--- src/include/msip_defines.vh ---
// Constants for the six-sensor image packetizer: register map, mode codes,
// image sizes and bus cycle timing. Definitions only.
`ifndef MSIP_DEFINES_VH
`define MSIP_DEFINES_VH

// Register offsets.
`define MSIP_OFS_START 16'h0884
`define MSIP_OFS_BINFO 16'h1AC8
`define MSIP_OFS_ISOEN 16'h0614
`define MSIP_OFS_MODE 16'h0A08
`define MSIP_OFS_BPP 16'h0A44
`define MSIP_OFS_PPF 16'h0A48

// Start sensor register: fixed flag bits above the sensor index field.
`define MSIP_START_FLAGS 29'h10400000
`define MSIP_START_RST 3'h0

// Binning information bit positions.
`define MSIP_BINFO_BIN 0
`define MSIP_BINFO_BAYER 1

// Supported modes.
`define MSIP_MODE_RAW 3'h0
`define MSIP_MODE_SEP 3'h1
`define MSIP_MODE_RAWHALF 3'h2
`define MSIP_MODE_SEPHALF 3'h3
`define MSIP_MODE_RAWJPG 3'h6
`define MSIP_MODE_SEPJPG 3'h7
`define MSIP_MODE_RST 3'h0

// Sensors and planes.
`define MSIP_LAST_SENSOR 3'h5
`define MSIP_LAST_PLANE 2'h3

// Bytes per plane and per frame (six sensors).
`define MSIP_PLANE_FULL 24'h1E6100
`define MSIP_PLANE_HALF 24'h0F3080
`define MSIP_PLANE_SEP 24'h079840
`define MSIP_PLANE_SEPHALF 24'h03CC20
`define MSIP_FRAME_FULL 24'hB64600
`define MSIP_FRAME_HALF 24'h5B2300

// Packet size limits and reset value.
`define MSIP_BPP_MIN 14'h0198
`define MSIP_BPP_MAX 14'h2000
`define MSIP_BPP_RST 14'h2000

// Bus cycle timing.
`define MSIP_CYCLE_NS 125000
`define MSIP_CLK_NS 20
// One 125 us bus cycle counted in 20 ns system clocks, sized for the cycle counter.
`define MSIP_CYCLE_CLKS 13'h186A

`endif

--- src/msip_packetizer.v ---
// Six-sensor image packetizer: register port, sensor sequencer, byte FIFO
// and isochronous packet transmitter.
// Assumes a byte source that serves the sensor and plane it is asked for
// and a packet sink with valid/ready handshake, all on SYS_CLK_I.
`timescale 1ns/100ps
`default_nettype none
`include "msip_defines.vh"

module msip_fifo #(
  parameter WIDTH = 8,
  parameter DEPTH = 16,
  parameter AW = 4
) (
  input wire clk_i,
  input wire rst_n_i,
  input wire in_valid_i,
  output wire in_ready_o,
  input wire [WIDTH-1:0] in_data_i,
  output wire out_valid_o,
  input wire out_ready_i,
  output wire [WIDTH-1:0] out_data_o,
  output wire afull_o
);
  reg [WIDTH-1:0] mem [0:DEPTH-1];
  reg [AW-1:0] wr_q;
  reg [AW-1:0] rd_q;
  reg [AW:0] cnt_q;
  wire push = in_valid_i && in_ready_o;
  wire pop = out_valid_o && out_ready_i;
  assign in_ready_o = (cnt_q != DEPTH[AW:0]);
  assign out_valid_o = (cnt_q != {(AW+1){1'b0}});
  assign out_data_o = mem[rd_q];
  // Leaves room for one byte already in flight behind a registered ready.
  assign afull_o = (cnt_q >= DEPTH[AW:0] - {{(AW-1){1'b0}}, 2'h2});
  always @(posedge clk_i) begin
    if (push) begin
      mem[wr_q] <= in_data_i;
    end
  end
  always @(posedge clk_i or negedge rst_n_i) begin
    if (!rst_n_i) begin
      wr_q <= {AW{1'b0}};
      rd_q <= {AW{1'b0}};
      cnt_q <= {(AW+1){1'b0}};
    end else begin
      if (push) begin
        wr_q <= (wr_q == DEPTH[AW-1:0] - 1'b1) ? {AW{1'b0}} : wr_q + 1'b1;
      end
      if (pop) begin
        rd_q <= (rd_q == DEPTH[AW-1:0] - 1'b1) ? {AW{1'b0}} : rd_q + 1'b1;
      end
      if (push && !pop) begin
        cnt_q <= cnt_q + 1'b1;
      end else if (pop && !push) begin
        cnt_q <= cnt_q - 1'b1;
      end
    end
  end
endmodule

// Operation
// After reset the block runs the custom partial-image format in mode 0 with no setup.
// Only modes 0, 1, 2, 3, 6 and 7 are accepted; other mode writes are ignored.
// Each frame carries one sub-image from each of the six sensors.
// Modes 1, 3 and 7 send four half-size Bayer planes per sensor.
// Modes 2 and 3 ask the source for row-binned half-height images.
// The frame starts at the selected sensor and continues upward modulo six.
// The host keeps the start sensor at 0 in modes 0 and 2 for correct stitching.
// At most one packet leaves per 125 us bus cycle.
// Packets per frame and bytes per packet are readable.
// A read-only register tells whether standard or Bayer binning applies.
// The host stops, reconfigures and restarts when changing size or encoding.
// The host trims computed image height by 0.95 to spare bus bandwidth.
// Packet payload never exceeds the allocated 8192 bytes.
// Sensor sub-images of a frame go out back to back in the selected order.
module msip_packetizer #(
  parameter [12:0] CYCLE_CLKS = `MSIP_CYCLE_CLKS,
  parameter FIFO_DEPTH = 16,
  parameter FIFO_AW = 4
) (
  // Clock and reset.
  input wire SYS_CLK_I,
  input wire RESETN_I,
  // Register port.
  input wire REG_WR_I,
  input wire REG_RD_I,
  input wire [15:0] REG_ADDR_I,
  input wire [31:0] REG_WDATA_I,
  output reg [31:0] REG_RDATA_O,
  output reg REG_RACK_O,
  // Image byte source.
  input wire SRC_VALID_I,
  input wire [7:0] SRC_DATA_I,
  output reg SRC_READY_O,
  output reg [2:0] SRC_SENSOR_O,
  output reg [1:0] SRC_PLANE_O,
  output reg SRC_BIN_O,
  output reg SRC_BAYER_O,
  // Isochronous packet output.
  output reg TX_VALID_O,
  output reg [7:0] TX_DATA_O,
  output reg TX_SOP_O,
  output reg TX_EOP_O,
  output reg TX_SOF_O,
  input wire TX_READY_I
);
  localparam SEQ_IDLE = 2'b01;
  localparam SEQ_RUN = 2'b10;
  localparam TX_IDLE = 3'b001;
  localparam TX_WAIT = 3'b010;
  localparam TX_SEND = 3'b100;
  localparam [12:0] CYC_LAST = CYCLE_CLKS - 13'h0001;

  reg [2:0] start_q;
  reg [2:0] mode_q;
  reg iso_en_q;
  reg [13:0] bpp_q;
  // Packets-per-frame divider.
  reg [23:0] div_rem_q;
  reg [15:0] ppf_q;
  reg [15:0] div_cnt_q;
  reg div_busy_q;
  // Sequencer.
  reg [1:0] seq_q;
  reg [2:0] seq_mode_q;
  reg [2:0] sens_done_q;
  reg [23:0] left_q;
  reg [23:0] frame_bytes_q;
  // Transmitter.
  reg [2:0] tx_q;
  reg [12:0] cyc_q;
  reg [23:0] frame_left_q;
  reg [13:0] pkt_left_q;
  reg [13:0] tx_bpp_q;
  reg pkt_first_q;

  wire mode_ok = (REG_WDATA_I[2:0] != 3'h4) && (REG_WDATA_I[2:0] != 3'h5);
  wire wr_mode = REG_WR_I && (REG_ADDR_I == `MSIP_OFS_MODE) && mode_ok;
  wire wr_bpp = REG_WR_I && (REG_ADDR_I == `MSIP_OFS_BPP);
  wire half = (mode_q == `MSIP_MODE_RAWHALF) || (mode_q == `MSIP_MODE_SEPHALF);
  wire sep = (mode_q == `MSIP_MODE_SEP) || (mode_q == `MSIP_MODE_SEPHALF) ||
    (mode_q == `MSIP_MODE_SEPJPG);
  wire [23:0] frame_bytes = half ? `MSIP_FRAME_HALF : `MSIP_FRAME_FULL;
  wire seq_sep = (seq_mode_q == `MSIP_MODE_SEP) || (seq_mode_q == `MSIP_MODE_SEPHALF) ||
    (seq_mode_q == `MSIP_MODE_SEPJPG);
  reg [23:0] plane_bytes;
  always @* begin
    case (mode_q)
      `MSIP_MODE_RAWHALF: plane_bytes = `MSIP_PLANE_HALF;
      `MSIP_MODE_SEPHALF: plane_bytes = `MSIP_PLANE_SEPHALF;
      `MSIP_MODE_SEP, `MSIP_MODE_SEPJPG: plane_bytes = `MSIP_PLANE_SEP;
      default: plane_bytes = `MSIP_PLANE_FULL;
    endcase
  end

  // Register writes and reads.
  always @(posedge SYS_CLK_I or negedge RESETN_I) begin
    if (!RESETN_I) begin
      start_q <= `MSIP_START_RST;
      mode_q <= `MSIP_MODE_RST;
      iso_en_q <= 1'b0;
      bpp_q <= `MSIP_BPP_RST;
      REG_RDATA_O <= 32'h00000000;
      REG_RACK_O <= 1'b0;
    end else begin
      if (REG_WR_I && (REG_ADDR_I == `MSIP_OFS_START) &&
          (REG_WDATA_I[2:0] <= `MSIP_LAST_SENSOR)) begin
        start_q <= REG_WDATA_I[2:0];
      end
      if (wr_mode) begin
        mode_q <= REG_WDATA_I[2:0];
      end
      if (REG_WR_I && (REG_ADDR_I == `MSIP_OFS_ISOEN)) begin
        iso_en_q <= REG_WDATA_I[0];
      end
      if (wr_bpp) begin
        if (REG_WDATA_I > {18'h00000, `MSIP_BPP_MAX}) begin
          bpp_q <= `MSIP_BPP_MAX;
        end else if (REG_WDATA_I < {18'h00000, `MSIP_BPP_MIN}) begin
          bpp_q <= `MSIP_BPP_MIN;
        end else begin
          bpp_q <= REG_WDATA_I[13:0];
        end
      end
      REG_RACK_O <= REG_RD_I;
      if (REG_RD_I) begin
        case (REG_ADDR_I)
          `MSIP_OFS_START: REG_RDATA_O <= {`MSIP_START_FLAGS, start_q};
          `MSIP_OFS_BINFO: REG_RDATA_O <= {30'h00000000, half && sep, half};
          `MSIP_OFS_ISOEN: REG_RDATA_O <= {30'h00000000, seq_q == SEQ_RUN, iso_en_q};
          `MSIP_OFS_MODE: REG_RDATA_O <= {29'h00000000, mode_q};
          `MSIP_OFS_BPP: REG_RDATA_O <= {18'h00000, bpp_q};
          `MSIP_OFS_PPF: REG_RDATA_O <= {div_busy_q, 15'h0000, ppf_q};
          default: REG_RDATA_O <= 32'h00000000;
        endcase
      end
    end
  end

  // Ceiling of frame bytes over packet bytes, recomputed after each change.
  always @(posedge SYS_CLK_I or negedge RESETN_I) begin
    if (!RESETN_I) begin
      div_busy_q <= 1'b1;
      div_rem_q <= `MSIP_FRAME_FULL;
      div_cnt_q <= 16'h0000;
      ppf_q <= 16'h0000;
    end else if (wr_mode || wr_bpp) begin
      div_busy_q <= 1'b1;
      div_rem_q <= 24'h000000;
      div_cnt_q <= 16'hFFFF;
    end else if (div_busy_q) begin
      if (div_cnt_q == 16'hFFFF) begin
        div_rem_q <= frame_bytes;
        div_cnt_q <= 16'h0000;
      end else if (div_rem_q > {10'h000, bpp_q}) begin
        div_rem_q <= div_rem_q - {10'h000, bpp_q};
        div_cnt_q <= div_cnt_q + 16'h0001;
      end else begin
        ppf_q <= div_cnt_q + 16'h0001;
        div_busy_q <= 1'b0;
      end
    end
  end

  // Byte FIFO between sequencer and transmitter.
  wire fifo_in_ready;
  wire fifo_out_valid;
  wire [7:0] fifo_out_data;
  wire fifo_afull;
  wire accept = SRC_VALID_I && SRC_READY_O && fifo_in_ready;
  wire tx_load = (tx_q == TX_SEND) && fifo_out_valid && (!TX_VALID_O || TX_READY_I);
  msip_fifo #(
    .WIDTH(8),
    .DEPTH(FIFO_DEPTH),
    .AW(FIFO_AW)
  ) u_fifo (
    .clk_i(SYS_CLK_I),
    .rst_n_i(RESETN_I),
    .in_valid_i(SRC_VALID_I && SRC_READY_O),
    .in_ready_o(fifo_in_ready),
    .in_data_i(SRC_DATA_I),
    .out_valid_o(fifo_out_valid),
    .out_ready_i(tx_load),
    .out_data_o(fifo_out_data),
    .afull_o(fifo_afull)
  );

  // Sequencer: sensors in order from the start sensor, planes within a sensor.
  reg [1:0] seq_d;
  wire last_byte = accept && (left_q == 24'h000001);
  wire last_plane = !seq_sep || (SRC_PLANE_O == `MSIP_LAST_PLANE);
  wire frame_end = last_byte && last_plane && (sens_done_q == `MSIP_LAST_SENSOR);
  always @* begin
    case (seq_q)
      SEQ_IDLE: seq_d = iso_en_q ? SEQ_RUN : SEQ_IDLE;
      SEQ_RUN: seq_d = (frame_end && !iso_en_q) ? SEQ_IDLE : SEQ_RUN;
      default: seq_d = SEQ_IDLE;
    endcase
  end
  always @(posedge SYS_CLK_I or negedge RESETN_I) begin
    if (!RESETN_I) begin
      seq_q <= SEQ_IDLE;
      seq_mode_q <= `MSIP_MODE_RST;
      sens_done_q <= 3'h0;
      left_q <= 24'h000000;
      frame_bytes_q <= `MSIP_FRAME_FULL;
      SRC_READY_O <= 1'b0;
      SRC_SENSOR_O <= 3'h0;
      SRC_PLANE_O <= 2'h0;
      SRC_BIN_O <= 1'b0;
      SRC_BAYER_O <= 1'b0;
    end else begin
      seq_q <= seq_d;
      SRC_READY_O <= (seq_d == SEQ_RUN) && !fifo_afull;
      if (((seq_q == SEQ_IDLE) && iso_en_q) || (frame_end && iso_en_q)) begin
        seq_mode_q <= mode_q;
        frame_bytes_q <= frame_bytes;
        sens_done_q <= 3'h0;
        left_q <= plane_bytes;
        SRC_SENSOR_O <= start_q;
        SRC_PLANE_O <= 2'h0;
        SRC_BIN_O <= half;
        SRC_BAYER_O <= half && sep;
      end else if (last_byte) begin
        left_q <= (seq_sep && (seq_mode_q == `MSIP_MODE_SEPHALF)) ? `MSIP_PLANE_SEPHALF :
          seq_sep ? `MSIP_PLANE_SEP :
          (seq_mode_q == `MSIP_MODE_RAWHALF) ? `MSIP_PLANE_HALF : `MSIP_PLANE_FULL;
        if (last_plane) begin
          SRC_PLANE_O <= 2'h0;
          sens_done_q <= sens_done_q + 3'h1;
          SRC_SENSOR_O <= (SRC_SENSOR_O == `MSIP_LAST_SENSOR) ? 3'h0 :
            SRC_SENSOR_O + 3'h1;
        end else begin
          SRC_PLANE_O <= SRC_PLANE_O + 2'h1;
        end
      end else if (accept) begin
        left_q <= left_q - 24'h000001;
      end
    end
  end

  // Transmitter: one packet may start only on a bus cycle tick.
  wire tick = (cyc_q == CYC_LAST);
  wire [13:0] pkt_len = (frame_left_q < {10'h000, tx_bpp_q}) ? frame_left_q[13:0] : tx_bpp_q;
  reg [2:0] tx_d;
  always @* begin
    case (tx_q)
      TX_IDLE: tx_d = fifo_out_valid ? TX_WAIT : TX_IDLE;
      TX_WAIT: tx_d = tick ? TX_SEND : TX_WAIT;
      TX_SEND: begin
        if (tx_load && (pkt_left_q == 14'h0001)) begin
          tx_d = (frame_left_q == 24'h000001) ? TX_IDLE : TX_WAIT;
        end else begin
          tx_d = TX_SEND;
        end
      end
      default: tx_d = TX_IDLE;
    endcase
  end
  always @(posedge SYS_CLK_I or negedge RESETN_I) begin
    if (!RESETN_I) begin
      tx_q <= TX_IDLE;
      cyc_q <= 13'h0000;
      frame_left_q <= 24'h000000;
      pkt_left_q <= 14'h0000;
      tx_bpp_q <= `MSIP_BPP_RST;
      pkt_first_q <= 1'b0;
      TX_VALID_O <= 1'b0;
      TX_DATA_O <= 8'h00;
      TX_SOP_O <= 1'b0;
      TX_EOP_O <= 1'b0;
      TX_SOF_O <= 1'b0;
    end else begin
      tx_q <= tx_d;
      cyc_q <= tick ? 13'h0000 : cyc_q + 13'h0001;
      if ((tx_q == TX_IDLE) && fifo_out_valid) begin
        frame_left_q <= frame_bytes_q;
        tx_bpp_q <= bpp_q;
      end
      if ((tx_q == TX_WAIT) && tick) begin
        pkt_left_q <= pkt_len;
        pkt_first_q <= 1'b1;
      end
      if (tx_load) begin
        TX_VALID_O <= 1'b1;
        TX_DATA_O <= fifo_out_data;
        TX_SOP_O <= pkt_first_q;
        TX_SOF_O <= pkt_first_q && (frame_left_q == frame_bytes_q);
        TX_EOP_O <= (pkt_left_q == 14'h0001);
        pkt_first_q <= 1'b0;
        pkt_left_q <= pkt_left_q - 14'h0001;
        frame_left_q <= frame_left_q - 24'h000001;
      end else if (TX_READY_I) begin
        TX_VALID_O <= 1'b0;
        TX_SOP_O <= 1'b0;
        TX_EOP_O <= 1'b0;
        TX_SOF_O <= 1'b0;
      end
    end
  end
endmodule
`default_nettype wire

--- config.mk ---
export PLATFORM = sky130hd
export DESIGN_NAME = msip_packetizer
export DESIGN_NICKNAME = d
export VERILOG_FILES = /design/src/msip_packetizer.v
export VERILOG_INCLUDE_DIRS = /design/src /design/src/include
export SDC_FILE = /design/constraint.sdc
export NUM_CORES = 1
export LEC_CHECK = 0
export BUFFER_PORTS_ARGS = -buffer_cell sky130_fd_sc_hd__buf_2
export CORE_MARGIN = 8
export CORE_UTILIZATION = 55
export CTS_CLUSTER_DIAMETER = 80
export CTS_CLUSTER_SIZE = 12
export DETAILED_ROUTE_END_ITERATION = 7
export GPL_TIMING_DRIVEN = 0
export PLACE_DENSITY = 0.76
export SLEW_MARGIN = 20
export SYNTH_ARGS = -nofsm -noshare
export SYNTH_HDL_FRONTEND = slang
export SYNTH_SLANG_ARGS = --single-unit
--- constraint.sdc ---
create_clock -name SYS_CLK_I -period 3.8 [get_ports SYS_CLK_I]
set_input_delay 0.57 -clock SYS_CLK_I [delete_from_list [all_inputs] [get_ports SYS_CLK_I]]
set_output_delay 0.57 -clock SYS_CLK_I [all_outputs]
set_load 0.03 [all_outputs]
* After elaboration in Yosys (flattened, before gate mapping) *
Memory sizes are Yosys's and may differ from the RTL's. A register that Yosys moved wholly into a read port is not among the register bits.
Index checks and enable logic that the tools add are counted.

storage, ports and cells
  register bits = 261
  logic and storage cells = 207
  memories = 1
  ROM bits = 0
  output and inout port bits = 53
  input port bits = 62
  bits in latches = 0
  bits in writable memories = 128

memories
  name        depth  width  read ports  clocked after memory_dff  write ports  line                  source
  u_fifo.mem  16     8      1           1                         1            msip_packetizer.v:24  reg [WIDTH-1:0] mem [0:DEPTH-1];

operators by class
  div/mod/pow operators = 0
  muxes and demuxes = 60
  add/subtract/negate cells = 13
  magnitude comparators = 6
  equality and inequality tests = 34
  reduce and logical (&&, ||, !) cells = 57
  shift-type cells = 0
  multipliers = 0
  bitwise operators = 3

operators by type and width
  operator                                                     count
  2-to-1 mux 24 bit                                            10
  case mux 32 bit (6 select lines)                             1
  2-to-1 mux 14 bit                                            5
  == test 16 x 12 -> 1 bit, second input constant              4
  2-to-1 mux 16 bit                                            4
  2-to-1 mux 21 bit                                            3
  case mux 21 bit (3 select lines)                             1
  == test 24 x 1 -> 1 bit, second input constant               2
  subtractor 24 x 1 -> 24 bit, second input constant           2
  > comparator 32 x 14 -> 1 bit, second input constant         1
  less-than comparator 32 x 9 -> 1 bit, second input constant  1
  logical AND 1 bit                                            27
  2-to-1 mux 3 bit                                             9
  == test 24 bit                                               1
  > comparator 24 x 14 -> 1 bit                                1
  less-than comparator 24 x 14 -> 1 bit                        1
  subtractor 24 x 14 -> 24 bit                                 1
  adder 16 x 1 -> 16 bit, second input constant                1
  == test 16 x 11 -> 1 bit, second input constant              1
  == test 16 x 13 -> 1 bit, second input constant              1
  == test 16 bit, second input constant                        1
  == test 3 x 2 -> 1 bit, second input constant                5
  == test 3 bit, second input constant                         5
  == test 14 x 1 -> 1 bit, second input constant               1
  32 further kinds                                             84

* Longest topological paths before layout *
  depth after elaboration = 12
  gate-level depth with buffers = 14
  mapped depth without buffers = 12

* By module *
A second synthesis with hierarchy kept.

second synthesis, totals
  cells, all modules = 1709
  area total of the unflattened synthesis = 18323.8 sq um

by module, submodules not included
  module           area an instance (sq um)  cells each  times used  seq. area each (sq um)
  msip_packetizer  12539.5                   1396        1           5497.8
  msip_fifo        5784.3                    313         1           4169.0

* Worst setup path after synthesis *
No wires, ideal clock.

  kind = flip-flop to flip-flop
  start = register u_fifo.cnt_q[0]
  end = register u_fifo.cnt_q[4]
  cell stages (with the launch flop) = 15
  data required time = 3677 ps
  clock period less this slack = 3471 ps
  arrival time = 3349 ps
  buffers on the path = 2
  setup slack = 329 ps
  setup time = 123 ps
  cell sequence = dfrtp_1 or4_1 o21ai_0 a21oi_2 inv_1 clkbuf_1 buf_1 ha_1 inv_1 fa_1 a21o_1 a21oi_1 xnor2_1 nor2_1 xnor2_1

between the ends
  word-level cells in the longest chain between the ends = 7
  elaborated cells between the ends (all ways) = 15
  classes of those cells = add/sub: 2; eq/ne: 1; mux: 2; reduce/logical: 10

RTL lines
  element                                                            line                  source
  start: declaration                                                 msip_packetizer.v:27  reg [AW:0] cnt_q;
  start signal: assignment                                           msip_packetizer.v:44  cnt_q <= {(AW+1){1'b0}};
  start signal: assignment                                           msip_packetizer.v:53  cnt_q <= cnt_q + 1'b1;
  start signal: assignment                                           msip_packetizer.v:55  cnt_q <= cnt_q - 1'b1;
  branches (longest 7 deep; another with subtractor 5 x 1 -> 5 bit)  -

Parallel ways; which one is timed is not known. The select of a mux whose other input is x is not followed.
A chain may end at the register's enable or synchronous reset.

* Final worst setup path *
  start = register bpp_q[11]
  end = register div_rem_q[3]

between the ends
  word-level cells in the longest chain between the ends = 3

RTL lines
  element                        line                   source
  start: declaration             msip_packetizer.v:117  reg [13:0] bpp_q;
  start signal: assignment       msip_packetizer.v:162  bpp_q <= `MSIP_BPP_RST;
  start signal: assignment       msip_packetizer.v:178  bpp_q <= `MSIP_BPP_MAX;
  start signal: assignment       msip_packetizer.v:180  bpp_q <= `MSIP_BPP_MIN;
  > comparator 24 x 14 -> 1 bit  msip_packetizer.v:215  end else if (div_rem_q > {10'h000, bpp_q}) begin
  nonzero test 3 bit (no line)   -
  AND reduction 2 bit (no line)  -
  end signal: assignment         msip_packetizer.v:204  div_rem_q <= `MSIP_FRAME_FULL;
  end signal: assignment         msip_packetizer.v:213  div_rem_q <= frame_bytes;
  end signal: assignment         msip_packetizer.v:216  div_rem_q <= div_rem_q - {10'h000, bpp_q};
  end: declaration               msip_packetizer.v:119  reg [23:0] div_rem_q;

No other way between the ends.

==> results by group <==
Run status
  • Status: complete, no violations

Worst setup path
  • Cell family with most CP delay: simple AND/OR/NAND/NOR gates
  • WP buf/inv: 1
  • CP required: 4.26 ns
  • Setup Crit Path Kind: flip-flop to flip-flop
  • Startpoint Class: flip-flop
  • Slowest CP cell: nor3_1
  • CP max FO: 7
  • Worst path max stage delay: between 0.8 and 0.9 ns
  • Critical-path cell list: inv_1 -> ha_1 -> nand2_1 -> or2_2 -> a211o_1 -> a22oi_1 -> o21ai_2 -> nor3_1 -> a22o_1
  • CP arrival: 4.07 ns
  • Crit end category: flip-flop

Power and ir drop
  • Sequential power share: between 50% and 60%
  • Pint: roughly 5900 µW
  • PD cells: 373 nW/µm²
  • Clock network fraction of design power: 42.8%
  • Net Switching: approximately 1700 µW
  • Static Leak: roughly 0.0083 µW
  • Combinational Power Share: 3.6%
  • Worst VDD drop: 286 µV
  • Switching Fraction: about 22%

Logic synthesis
  • Post-synth top area share: 30.2%
  • Mean Syn Cell Area: between 10 and 15 µm²
  • Yosys Warn Count: 0
  • Yosys reg bits: 360
  • Main synth FF type: dfrtp_1
  • Area contributors post-synth: dfrtp_1, edfxtp_1, nand2_1
  • Mapped cell area: 18,100 µm²
  • Synth cell types: 87
  • Register area share after synthesis: 53.5%
  • Synthesized instance count: 1,676
  • Synth async-reset ratio: 64.4%
  • Synth area leader: dfrtp_1
  • Number of flops mapped to enable cells by yosys: 128

Layout
  • Nets: 1,940
  • Core Util, Final: ~62%
  • Layout cells sized above 1: 12.6%
  • Synth-to-Final Area Change: 12.1%
  • Ant diodes: 0
  • Design Area, Final: between 20,000 and 25,000 µm²
  • Fillers: 2,611
  • Final std cells w/o fill: 2,292
  • Most frequent cells in the layout: dfrtp_1, nand2_1, edfxtp_1
  • Most common cell after layout, fill and taps aside: dfrtp_1

Timing
  • Worst Skew: 0.0162 ns
  • Max-Slew Margin vs Limit: 28.1%
  • Hold Fails Final Rpt: 0
  • Achievable frequency: 277 MHz
  • Minimum clock period: 3.61 ns
  • Slew @ Worst Pin: 1.07 ns
  • Fin. max-slew vios: 0
  • # setup viols final: 0
  • Worst Hold Margin: around 0.026 ns
  • Setup TNS: 0 ns
  • Final Cycle Share: 94.9%

GRT
  • Initial antenna violation count: 0
  • Total grt overflow: 0
  • First-pass GRT wire length: 75,900 µm
  • Largest net degree at the start of global routing: just under 90
  • Vias in the first global route: 14.2k
  • Global Route Usage Sum: 24.1%

Route
  • Post-Route WL: about 47,000 µm
  • Initial DRC Count: 1,335
  • Via count: around 14k
  • Remaining DRCs: 0
  • Pre-antenna DRT Iters: 5
  • Vias per cell: 6.17
  • Wirelength per Cell: 20.4 µm
  • Post-route ant nets: 0

Clock network
  • Bufs on Longest Clock Path: 3
  • Clock latency at the later pin of the worst-skew pair: 0.53 ns
  • # hold bufs at CTS: 0
  • Clock Pin Slew Worst Setup and Hold Paths: 0.07 ns
  • CTS tree: done
  • Clk root buf: clkbuf_16
  • Sink Count: 360
  • Num CTS Buffers: 35
  • H-tree depth: 2

Placement
  • Routability congestion estimate: a little over 0.9
  • Hpwl dp: around 33,000 µm
  • Placed instance area: 19,200 µm²
  • I/O Buffers: 99
  • Placed insts: 2,232

Floorplanning
  • Num rows: between 60 and 70
  • Die Y: 197 µm
  • Core area: between 30,000 and 40,000 µm²
  • Die Area: 38,900 µm²
  • Die width: ~200 µm
  • I/O pins: roughly 120
  • Initial Utilization: about 56%

Run
  • Maxcap violations: 0

Hold path
  • Path type of the worst min-delay path: input port to asynchronous set/reset pin
==> sequential cells by signal, summed over array words and instances (netlist names), 4 cells and up <==
| name | cells |
|---|---|
| u_fifo.mem | 128 |
| div_rem_q | 24 |
| frame_left_q | 24 |
| left_q | 24 |
| REG_RDATA_O | 18 |
| div_cnt_q | 16 |
| ppf_q | 16 |
| bpp_q | 14 |
| pkt_left_q | 14 |
| tx_bpp_q | 14 |
| cyc_q | 13 |
| TX_DATA_O | 8 |
| u_fifo.cnt_q | 5 |
| u_fifo.rd_q | 4 |
| u_fifo.wr_q | 4 |
==> final timing paths <==
kind / startpoint / endpoint / slack (ns) / cells after the start
worst max-delay path: bpp_q[11] / div_rem_q[3] / 0.19 / 9
worst min-delay path: RESETN_I / TX_DATA_O[4] / 0.03 / 1
worst max register to register: bpp_q[11] / div_rem_q[3] / 0.19 / 9
worst min register to register: TX_DATA_O[5] / TX_DATA_O[5] / 0.47 / 2
max in group asynchronous: RESETN_I / frame_bytes_q[21] / 2.53 / 3
min in group SYS_CLK_I: REG_RD_I / REG_RACK_O / 0.18 / 1
==> metal layers <==
layer,vias to the layer above,share of wire [%],track usage (%)
li1,6524,-,-
met1,6917,42,32.7
met2,607,47,39.6
met5,-,0,0
met4,0,2.5,6.71
met3,100,7.9,4.02
==> synthesized netlist by cell type, drive strengths merged, types with 16 or more instances <==
| library cell | count |
|---|---|
| dfrtp | 218 |
| nand2 | 173 |
| edfxtp | 128 |
| o21ai | 128 |
| nor2 | 118 |
| a21oi | 93 |
| inv | 59 |
| nand3 | 58 |
| clkbuf | 52 |
| ha | 51 |
| mux2i | 50 |
| nor3 | 47 |
| buf | 30 |
| o221ai | 28 |
| and3 | 26 |
| xnor2 | 26 |
| xor2 | 25 |
| nor4 | 23 |
| and2 | 22 |
| mux2 | 20 |
| o211ai | 20 |
| a22oi | 19 |
| or3 | 18 |
| a22o | 17 |
| nand4 | 17 |
| mux4 | 16 |
| o31ai | 16 |
| or4 | 16 |
==> final cells by class <==
cell class / instances / area [µm²] / area share (%)
plain buffers: 80 / 389 / 1.92
clock buffers: 59 / 966 / 4.77
clock inverters: 3 / 55.1 / 0.272
inverters: 59 / 224 / 1.11
multi-input cells: 1188 / 7830 / 38.7
flip-flops and latches: 360 / 9670 / 47.7
well taps: 442 / 553 / 2.73
repair buffers: 101 / 561 / 2.77
==> through the flow <==
stage | setup WS, ns | power [µW]
4_1_cts | 0.0855 | 7600
3_5_place_dp | -0.642 | 4390
2_1_floorplan | 0.329 | 4240
5_1_grt | -0.00457 | 7760
3_3_place_gp | -1.98 | 4380
6_report | 0.193 | 7550
==> power groups by stage <==
| stage | registers (µW) | logic [µW] | clock network (µW) |
|---|---|---|---|
| floorplan | 4140 | 95.2 | 0 |
| detailed placement | 4120 | 270 | 0 |
| global placement | 4120 | 256 | 0 |
| CTS | 4050 | 271 | 3290 |
| finish | 4050 | 270 | 3230 |
| global route | 4040 | 298 | 3420 |
==> logic make-up (layout without fill, tap and decap cells) <==
| kind of cell | count (synthesis) | after routing | share of synthesized area, % |
|---|---|---|---|
| flip-flops | 360 | 360 | 53.5 |
| AO/OA/AOI/OAI | 416 | 416 | 15.0 |
| AND/OR/NAND/NOR | 567 | 567 | 15.6 |
| multiplexers | 86 | 86 | 6.20 |
| buffers and inverters | 141 | 302 | 3.39 |
| XOR/XNOR | 51 | 51 | 2.47 |
| adder cells (fa/ha/maj) | 54 | 54 | 3.81 |
| other | 1 | 14 | 0.0208 |
==> what timing repair did <==
action	4_1_cts	5_1_grt
endpoints found under the setup margin	4	1
buffers inserted	0	0
pin swaps	0	0
resized for setup	3	5
No activity file was read; power rests on OpenSTA's default activity.
